<file path="src/rtl/dsbe_pkg.sv">
// package for the decrement / skip / branch execute block
// assumes an 8-bit data path, 7-bit register address, 13-bit program counter
package dsbe_pkg;
  localparam int          DSBE_IW          = 14;
  localparam int          DSBE_DW          = 8;
  localparam int          DSBE_AW          = 7;
  localparam int          DSBE_PCW         = 13;
  localparam int          DSBE_KW          = 11;
  // opcode patterns: top bits of the word compared against these
  localparam logic [5:0]  DSBE_OP_DEC      = 6'h03;
  localparam logic [5:0]  DSBE_OP_DECSKIP  = 6'h0B;
  localparam logic [2:0]  DSBE_OP_BRANCH   = 3'h5;
  localparam int          DSBE_DEST_BIT    = 7;
  localparam int          DSBE_LATCH_LO    = 3;
  localparam int          DSBE_LATCH_HI    = 4;
  localparam logic [7:0]  DSBE_ZERO_RST    = 8'h00;
  // the core clears to zero after reset
  localparam logic [12:0] DSBE_PC_RST      = 13'h0000;
  localparam logic [7:0]  DSBE_ACC_RST     = 8'h00;
  localparam logic        DSBE_ZFLAG_RST   = 1'b0;
endpackage

</file>
<file path="src/rtl/dsbe_decode.sv">
// opcode decoder for the decrement / skip / branch execute block
// assumes a 14-bit instruction word already marked valid by the caller
`timescale 1ns/10ps
module dsbe_decode
  import dsbe_pkg::*;
(
  input  wire logic [DSBE_IW-1:0] instr,
  output logic                    is_dec,
  output logic                    is_decskip,
  output logic                    is_branch,
  output logic                    dest_reg,
  output logic [DSBE_AW-1:0]      reg_addr,
  output logic [DSBE_KW-1:0]      target
);
  // field pulls are pure wiring; the main module registers the effects
  assign is_dec     = (instr[13:8] == DSBE_OP_DEC);
  assign is_decskip = (instr[13:8] == DSBE_OP_DECSKIP);
  assign is_branch  = (instr[13:11] == DSBE_OP_BRANCH);
  assign dest_reg   = instr[DSBE_DEST_BIT];
  assign reg_addr   = instr[DSBE_AW-1:0];
  assign target     = instr[DSBE_KW-1:0];
endmodule

</file>
<file path="src/rtl/dsbe_exec.sv">
// execute stage for decrement, decrement-and-skip and unconditional branch
// assumes the fetch stage presents one instruction per cycle with instr_valid,
// a combinational register file read port, and honours flush and pc_load
// the write-back is registered, so a pending write is forwarded to the next
// instruction; the register file never has to write through to its read port
// the program counter itself lives in the fetch stage: this block only
// hands it a new value with a one-cycle load pulse
//
// Overview of operation
// - decode decrement opcode, bit 7 selects destination, low 7 bits address
// - destination select 0 writes accumulator, 1 writes the data register
// - decode decrement-and-skip, steer result by destination, flags untouched
// - zero skip result squashes the prefetched instruction into a no-op
// - decrement-and-skip takes one cycle, or two when the skip happens
// - decode unconditional branch, low eleven bits are target, flags untouched
// - branch loads eleven-bit immediate into program counter bits 10 to 0
// - branch takes program counter bits 12 and 11 from latch bits 4 and 3
// - branch takes two cycles, second flushes the sequentially fetched word
`timescale 1ns/10ps
module dsbe_exec
  import dsbe_pkg::*;
(
  input  wire logic                ref_clk,
  input  wire logic                sys_rst,
  input  wire logic                instr_valid,
  input  wire logic [DSBE_IW-1:0]  instr,
  input  wire logic [DSBE_DW-1:0]  program_counter_high_latch,
  input  wire logic [DSBE_DW-1:0]  rf_rdata,
  output logic [DSBE_AW-1:0]       rf_raddr,
  output logic                     rf_we,
  output logic [DSBE_AW-1:0]       rf_waddr,
  output logic [DSBE_DW-1:0]       rf_wdata,
  output logic [DSBE_DW-1:0]       acc,
  output logic                     zero_flag,
  output logic                     pc_load,
  output logic [DSBE_PCW-1:0]      pc_target,
  output logic                     flush,
  output logic                     busy
);
  typedef enum logic [0:0] {DSBE_RUN, DSBE_BUBBLE} dsbe_state_e;

  logic                is_dec;
  logic                is_decskip;
  logic                is_branch;
  logic                dest_reg;
  logic [DSBE_AW-1:0]  reg_addr;
  logic [DSBE_KW-1:0]  target;
  dsbe_state_e         state_r;
  dsbe_state_e         state_nxt;
  logic [DSBE_DW-1:0]  acc_r;
  logic [DSBE_DW-1:0]  acc_nxt;
  logic                zflag_r;
  logic                zflag_nxt;
  logic                rf_we_r;
  logic [DSBE_AW-1:0]  rf_waddr_r;
  logic [DSBE_DW-1:0]  rf_wdata_r;
  logic                pc_load_r;
  logic [DSBE_PCW-1:0] pc_target_r;
  logic                rf_we_nxt;
  logic [DSBE_AW-1:0]  rf_waddr_nxt;
  logic [DSBE_DW-1:0]  rf_wdata_nxt;
  logic                pc_load_nxt;
  logic [DSBE_PCW-1:0] pc_target_nxt;

  dsbe_decode u_decode (
    .instr      (instr),
    .is_dec     (is_dec),
    .is_decskip (is_decskip),
    .is_branch  (is_branch),
    .dest_reg   (dest_reg),
    .reg_addr   (reg_addr),
    .target     (target)
  );

  // an instruction only executes when valid and not in a flushed slot
  wire           exec_ok  = instr_valid && (state_r == DSBE_RUN);
  wire           do_dec   = exec_ok && is_dec;
  wire           do_skip  = exec_ok && is_decskip;
  wire           do_brn   = exec_ok && is_branch;
  wire           any_dec  = do_dec || do_skip;
  // a write still in its register has not reached the file yet, so the
  // instruction right behind it takes the pending value instead
  wire           fwd_hit  = rf_we_r && (rf_waddr_r == reg_addr);
  wire [DSBE_DW-1:0] src_val = fwd_hit ? rf_wdata_r : rf_rdata;
  wire [DSBE_DW-1:0] dec_res = src_val - 8'h01;
  wire           res_zero = (dec_res == DSBE_ZERO_RST);
  wire           skip_hit = do_skip && res_zero;
  wire [DSBE_PCW-1:0] brn_pc = {program_counter_high_latch[DSBE_LATCH_HI:
                                 DSBE_LATCH_LO], target};

  assign rf_raddr = reg_addr;

  // destination steering: d=0 accumulator, d=1 register file
  assign acc_nxt   = (any_dec && !dest_reg) ? dec_res : acc_r;
  // only the plain decrement touches the zero flag
  assign zflag_nxt = do_dec ? res_zero : zflag_r;
  // a zero-result skip and a branch both spend one extra cycle as a no-op bubble
  assign state_nxt = (skip_hit || do_brn) ? DSBE_BUBBLE : DSBE_RUN;

  // write-back and branch requests, named so the flops below stay plain
  assign rf_we_nxt     = any_dec && dest_reg;
  assign rf_waddr_nxt  = reg_addr;
  assign rf_wdata_nxt  = dec_res;
  assign pc_load_nxt   = do_brn;
  // the target holds after the pulse so the fetch stage may sample it late
  assign pc_target_nxt = do_brn ? brn_pc : pc_target_r;

  // sequencing state; the bubble lasts exactly one cycle
  always_ff @(posedge ref_clk)
  begin
    if (sys_rst)
    begin
      state_r <= DSBE_RUN;
    end
    else
    begin
      state_r <= state_nxt;
    end
  end

  // architectural results: accumulator and zero flag
  always_ff @(posedge ref_clk)
  begin
    if (sys_rst)
    begin
      acc_r   <= DSBE_ACC_RST;
      zflag_r <= DSBE_ZFLAG_RST;
    end
    else
    begin
      acc_r   <= acc_nxt;
      zflag_r <= zflag_nxt;
    end
  end

  // register file write-back, one-cycle strobe with address and data
  always_ff @(posedge ref_clk)
  begin
    if (sys_rst)
    begin
      rf_we_r    <= 1'b0;
      rf_waddr_r <= '0;
      rf_wdata_r <= DSBE_ZERO_RST;
    end
    else
    begin
      rf_we_r    <= rf_we_nxt;
      rf_waddr_r <= rf_waddr_nxt;
      rf_wdata_r <= rf_wdata_nxt;
    end
  end

  // program counter load request towards the fetch stage
  always_ff @(posedge ref_clk)
  begin
    if (sys_rst)
    begin
      pc_load_r   <= 1'b0;
      pc_target_r <= DSBE_PC_RST;
    end
    else
    begin
      pc_load_r   <= pc_load_nxt;
      pc_target_r <= pc_target_nxt;
    end
  end

  // flush covers the bubble slot: the prefetched word is discarded
  assign flush     = (state_r == DSBE_BUBBLE);
  assign busy      = flush;
  assign acc       = acc_r;
  assign zero_flag = zflag_r;
  assign rf_we     = rf_we_r;
  assign rf_waddr  = rf_waddr_r;
  assign rf_wdata  = rf_wdata_r;
  assign pc_load   = pc_load_r;
  assign pc_target = pc_target_r;

  // reference view of the addressed register as the rules see it: the
  // pending write-back if it targets this address, else the file's word
  wire [DSBE_DW-1:0] reg_now = (rf_we && (rf_waddr == rf_raddr)) ?
                               rf_wdata : rf_rdata;

  // checks on the observable results, one cycle after the taking edge
  a_dec_acc_write: assert property (
    @(posedge ref_clk) disable iff (sys_rst)
    do_dec && !dest_reg |=> acc == $past(reg_now) - 8'h01 && !rf_we)
    else $error("decrement to accumulator wrong");
  a_dec_zero_flag: assert property (
    @(posedge ref_clk) disable iff (sys_rst)
    do_dec |=> zero_flag == ($past(reg_now) == 8'h01))
    else $error("zero flag wrong after decrement");
  a_dec_one_cycle: assert property (
    @(posedge ref_clk) disable iff (sys_rst)
    do_dec |=> !flush)
    else $error("plain decrement stalled the pipe");
  a_skip_flags_kept: assert property (
    @(posedge ref_clk) disable iff (sys_rst)
    (do_skip || do_brn) |=> $stable(zero_flag))
    else $error("skip or branch changed zero flag");
  a_skip_reg_write: assert property (
    @(posedge ref_clk) disable iff (sys_rst)
    do_skip && dest_reg |=> rf_we && rf_wdata == $past(reg_now) - 8'h01)
    else $error("skip write-back missing");
  a_waddr_match: assert property (
    @(posedge ref_clk) disable iff (sys_rst)
    any_dec && dest_reg |=> rf_waddr == $past(instr[DSBE_AW-1:0]))
    else $error("write-back address wrong");
  a_skip_flushes: assert property (
    @(posedge ref_clk) disable iff (sys_rst)
    do_skip && reg_now == 8'h01 |=> flush ##1 !flush)
    else $error("zero skip did not squash one slot");
  a_noskip_one_cyc: assert property (
    @(posedge ref_clk) disable iff (sys_rst)
    do_skip && reg_now != 8'h01 |=> !flush)
    else $error("nonzero skip took two cycles");
  a_branch_target: assert property (
    @(posedge ref_clk) disable iff (sys_rst)
    do_brn |=> pc_load && pc_target[10:0] == $past(instr[10:0])
      && pc_target[12:11] == $past(program_counter_high_latch[4:3]))
    else $error("branch target wrong");
  a_branch_two_cyc: assert property (
    @(posedge ref_clk) disable iff (sys_rst)
    do_brn |=> flush && pc_load ##1 !flush && !pc_load)
    else $error("branch not two cycles");
  // the squashed slot must leave no trace in any result
  a_bubble_no_effect: assert property (
    @(posedge ref_clk) disable iff (sys_rst)
    flush |=> !rf_we && !pc_load && $stable(acc) && $stable(zero_flag))
    else $error("squashed slot changed a result");
endmodule

</file>
<file path="config.mk">
export PLATFORM = sky130hd
export DESIGN_NAME = dsbe_exec
export DESIGN_NICKNAME = d
export VERILOG_FILES = /design/src/rtl/dsbe_pkg.sv /design/src/rtl/dsbe_decode.sv /design/src/rtl/dsbe_exec.sv
export SDC_FILE = /design/constraint.sdc
export NUM_CORES = 1
export LEC_CHECK = 0
export BUFFER_PORTS_ARGS = -buffer_cell sky130_fd_sc_hd__buf_2
export CELL_PAD_IN_SITES_DETAIL_PLACEMENT = 0
export CELL_PAD_IN_SITES_GLOBAL_PLACEMENT = 1
export CORE_MARGIN = 8
export CORE_UTILIZATION = 25
export CTS_CLUSTER_SIZE = 40
export DETAILED_ROUTE_END_ITERATION = 7
export PLACE_DENSITY = 0.68
export SLEW_MARGIN = 20
export SYNTH_ARGS = -nofsm -noshare
export SYNTH_HDL_FRONTEND = slang
export SYNTH_SLANG_ARGS = --single-unit
export TNS_END_PERCENT = 30
</file>
<file path="constraint.sdc">
create_clock -name ref_clk -period 7.73 [get_ports ref_clk]
set_input_delay 0.3865 -clock ref_clk [delete_from_list [all_inputs] [get_ports ref_clk]]
set_output_delay 0.3865 -clock ref_clk [all_outputs]
set_load 0.03 [all_outputs]
</file>
# Word-level counts from Yosys, hierarchy flattened
# Index checks and enable logic that the tools add are counted.
[word_totals]
wordCells = 28
ramBits = 0
ff_bits = 40
out_inout_bits = 48
latch_bits = 0
rom_bits = 0
in_bits = 33
memories = 0
[op_classes]
mux = 2
reduce_logical = 12
shift = 0
multipliers = 0
n_bitwise = 1
n_addsub = 1
magnitude_cmp = 0
eq_ne = 4
div = 0
[ops]
columns = ["operator", "n"]
rows = [
  ["$logic_and 1x1->1", 8],
  ["$logic_not 8->1", 1],
  ["$mux 8", 1],
  ["$sub 8x1->8 const B", 1],
  ["$eq 7x7->1", 1],
  ["$eq 6x2->1 const B", 1],
  ["$eq 6x4->1 const B", 1],
  ["$eq 3x3->1 const B", 1],
  ["$logic_or 1x1->1", 2],
  ["$logic_not 1->1", 1],
  ["$mux 1", 1],
  ["$not 1->1", 1],
]

# Depth between registers and ports, before layout
[logic_depth]
word_depth = 8
mapped_depth = 14
mapped_depth_nobuf = 12

# Hierarchy
# A second synthesis with hierarchy kept.
[unflattened]
hier_cells = 240
hier_area_um2 = 2070.7
[modules_own_cells]
columns = ["module", "cells_each", "seq_area_each_um2", "area_per_inst_um2", "instances"]
rows = [
  ["dsbe_exec", 216, 800.8, 1890.6, 1],
  ["dsbe_decode", 24, 0.0, 180.2, 1],
]

# Worst setup path after synthesis
# No wires, ideal clock.
[synth_path]
kind = "register -> register"
startpoint = "register rf_waddr_r[3] (netlist: rf_waddr[3])"
endpoint = "register state_r (netlist: busy)"
setup_time_ps = 88
t_required_ps = 7642
synth_period_minus_slack_ps = 2867
t_arrival_ps = 2779
path_stages_with_launch = 15
path_buffers = 2
path_slack_ps = 4863
path_cell_list = "dfxtp_1 > xnor2_1 > nand4_1 > or2_1 > buf_6 > mux2_2 > inv_1 > ha_1 > buf_2 > inv_1 > nand2_1 > a2bb2oi_1 > a221oi_1 > o211ai_1 > o32ai_2"
[synth_via]
elab_chain_len = 8
[synth_rtl]
columns = ["element", "line", "text"]
rows = [
  ["start: declaration", "dsbe_exec.sv:55", "logic [DSBE_AW-1:0] rf_waddr_r;"],
  ["start signal: assignment", "dsbe_exec.sv:148", "rf_waddr_r <= rf_waddr_nxt;"],
  ["$eq 7x7->1", "--", ""],
  ["$logic_and 1x1->1", "--", ""],
  ["$mux 8", "dsbe_exec.sv:84", "wire [DSBE_DW-1:0] src_val = fwd_hit ? rf_wdata_r : rf_rdata;"],
  ["$sub 8x1->8", "dsbe_exec.sv:85", "wire [DSBE_DW-1:0] dec_res = src_val - 8'h01;"],
  ["named net dec_res[0]", "dsbe_exec.sv:85", ""],
  ["$logic_not 8->1", "dsbe_exec.sv:86", "wire res_zero = (dec_res == DSBE_ZERO_RST);"],
  ["$logic_and 1x1->1", "dsbe_exec.sv:87", "wire skip_hit = do_skip && res_zero;"],
  ["$logic_or 1x1->1", "dsbe_exec.sv:98", "assign state_nxt = (skip_hit || do_brn) ? DSBE_BUBBLE : DSBE_RUN;"],
  ["$mux 1", "dsbe_exec.sv:98", ""],
  ["end signal: assignment", "dsbe_exec.sv:117", "state_r <= state_nxt;"],
  ["end: declaration", "dsbe_exec.sv:48", "dsbe_state_e state_r;"],
]
# The timed path passes the listed nets, and every way through them passes these cells.
# A chain may end at the register's enable or synchronous reset.

# Worst setup path after layout
# Same ends and word-level chain as after synthesis.

==> reports/metrics.yaml <==
die:
  start_util_pct: 25.43
  rows: 32
  die_y_um: 104.0
  core_area_um2: 7607
  io_pins: 81
  dieArea_um2: 10810
  die_width_um: 104.0
detailed_routing:
  routed_wl_mm: 5.384
  first_pass_iters: 4
  drt-initial-drc-count: 55
  via_per_inst: 4.344
  wl_per_cell_um: 13.91
  drc: 0
  num_vias: 1681
  ant_nets: 0
finish:
  stdcell_area_um2: 2411
  final_cell_mix: "74 x buf_2, 40 x dfxtp_1, 33 x nand2_1, 23 x nor2_1, 16 x a21oi_1"
  final_common_cell: "buf_2"
  drive_gt1_share_pct: 30.88
  finalNonFillerCells: 387
  syn_to_final_growth_pct: 24.64
  filler_cell_count: 847
  insertedDiodeCount: 0
  nNetsFinal: 320
place:
  postPlaceCellArea_um2: 2330
  place.gp.congestion: 0.7905
  dpl.hpwl_mm: 4.160
  dpl.cell_count: 380
  portBuffers: 74
  preCtsSetupSlack_ns: 4.124
power_and_ir_drop:
  power.leakage_nw: 1.040
  p_per_area_nw_per_um2: 176.7
  ir_drop_mv: 0.08284
timing:
  hold_ws_ns: 0.3249
  fin_ws_ns: 4.360
  finalCritPeriodShare_pct: 43.60
  tns_ns: 0
  drv_slew: 0
  fin_crit_ns: 3.370
  setup_violations: 0
  fin_skew_ns: 0.01533
  worst_pin_slew_ns: 0.7660
  finalHoldViolations: 0
  rsz0062_at_grt: "false"
  max_slew_margin_pct: 48.94
  fmax_ghz: 0.2967
cts:
  clockBufferDepth: 2
  cts_setup_buffers: 0
  cts-resized-gates: 0
  cts_tree: "yes"
  htree_levels: 2
  cts_num_sinks: 40
  cts_buffers: 5
  cts_root_buf: "clkbuf_8"
  clock_latency_ns: 0.29
  path_clk_slew_ns: 0.08
  cts_hold_buf: 0
global_route:
  grt_max_degree: 41
  grt_use_total_pct: 9.959
  antenna_found_initial: 0
  grt_pass1_vias: 1746
  overflow: 0
  grt_pass1_wl_mm: 8.866
synthesis:
  ys_warn_count: 0
  ys_ff_latch: 40
  yosys_most_used_dff: "dfxtp_1"
  syn_nets: 256
  netlist.area_leader.share_pct: 41.40
  synthTopCellsByArea: "dfxtp_1 41%, mux2i_1 6.7%, nand2_1 6.4%"
  async_reset_ff_share_pct: 0
  synth_edf_count: 0
  post_synth_num_cell_types: 47
  synth_top_cell_by_area: "dfxtp_1"
  avgSynthCellArea_um2: 8.753
  ys_seq_area_share_pct: 41.40
  netlist_area_um2: 1934
  postSynthCellCount: 221
min_path:
  hp-class: "in2reg"
run:
  maxCapViolCount: 0
run_status:
  status: "complete, no violations"
setup_path:
  crit_type: "reg2reg"
  crit_arrival_ns: 3.57
  cp.required_ns: 7.93
  endpoint_kind: "flip-flop"
  worstPathMaxFanout: 11
  start_kind: "flip-flop"
[logic make-up after synthesis]
| family | after synthesis | share of synthesized area, % |
|---|---|---|
| xor+xnor | 17 | 7.697 |
| fa+ha+maj | 2 | 1.293 |
| mux | 14 | 7.309 |
| simple gates | 97 | 25.87 |
| buf+inv | 20 | 5.886 |
| flops | 40 | 41.40 |
| compound gates | 31 | 10.54 |
[cells in the mapped netlist, drive strengths merged, types with 3 or more instances]
master  count
nor2       24
dfxtp      40
inv         3
nand4       3
buf        12
xnor2      12
a21oi      16
nor2b      15
o21ai       3
xor2        5
clkbuf      5
nand2      33
nor4        3
mux2i      13
[critical path, stage by stage (launching register included)]
cell and delay, ns:
dfxtp_1 0.35, xnor2_1 0.13, nand4_1 0.24, or2_1 0.47, mux2_2 0.36, inv_1 0.09
ha_1 0.40, nand2b_1 0.13, nor4b_1 0.26, nor2_1 0.08, a221oi_1 0.32, o211ai_1 0.18
o32ai_2 0.26
[layout make-up]
cell class / instances / area (um^2) / area share, %
Inverter: 3 / 11.26 / 0.4670
Clock inverter: 2 / 12.51 / 0.5189
Multi-Input combinational cell: 161 / 1020 / 42.29
Clock buffer: 5 / 68.82 / 2.854
Sequential cell: 40 / 800.8 / 33.21
Tap cell: 102 / 127.6 / 5.293
Timing Repair Buffer: 74 / 370.4 / 15.36
[power breakdown]
part           internal [mW]  switching, mW  total, mW
logic                 0.0267         0.0471     0.0738
registers              0.212        0.00622      0.219
clock network         0.0612         0.0724      0.134
total                  0.300          0.126      0.426
[path summary, 6_finish.rpt]
check	endpoint	slack, ns	depth (start not counted)	startpoint
max	busy	4.36	12	rf_waddr[3]
min	pc_target[12]	0.32	3	program_counter_high_latch[4]
max reg2reg	busy	4.36	12	rf_waddr[3]
min reg2reg	pc_target[1]	0.45	2	pc_target[1]
[metal layers]
layer  track usage, %  wire length [um]  vias up
li1                 -                 -      868
met1            11.54              2399      766
met2            16.91              2648       42
met3            3.098               257        5
met4            3.413                79        0
met5                0                 0        -
[through the flow]
step	total power, mW	util [%]
after global routing	0.4499	31.69
after floorplan	0.2735	-
after global placement	0.2976	30.63
after CTS	0.4344	31.69
final	0.4261	31.69
after detailed placement	0.2983	30.63
[state kept, by name (all words and copies together), names as in the netlist]
register and count:
zero_flag 1, pc_load 1, rf_we 1, acc 8
pc_target 13, rf_waddr 7, busy 1, rf_wdata 8
No activity file was read; power rests on OpenSTA's default activity.
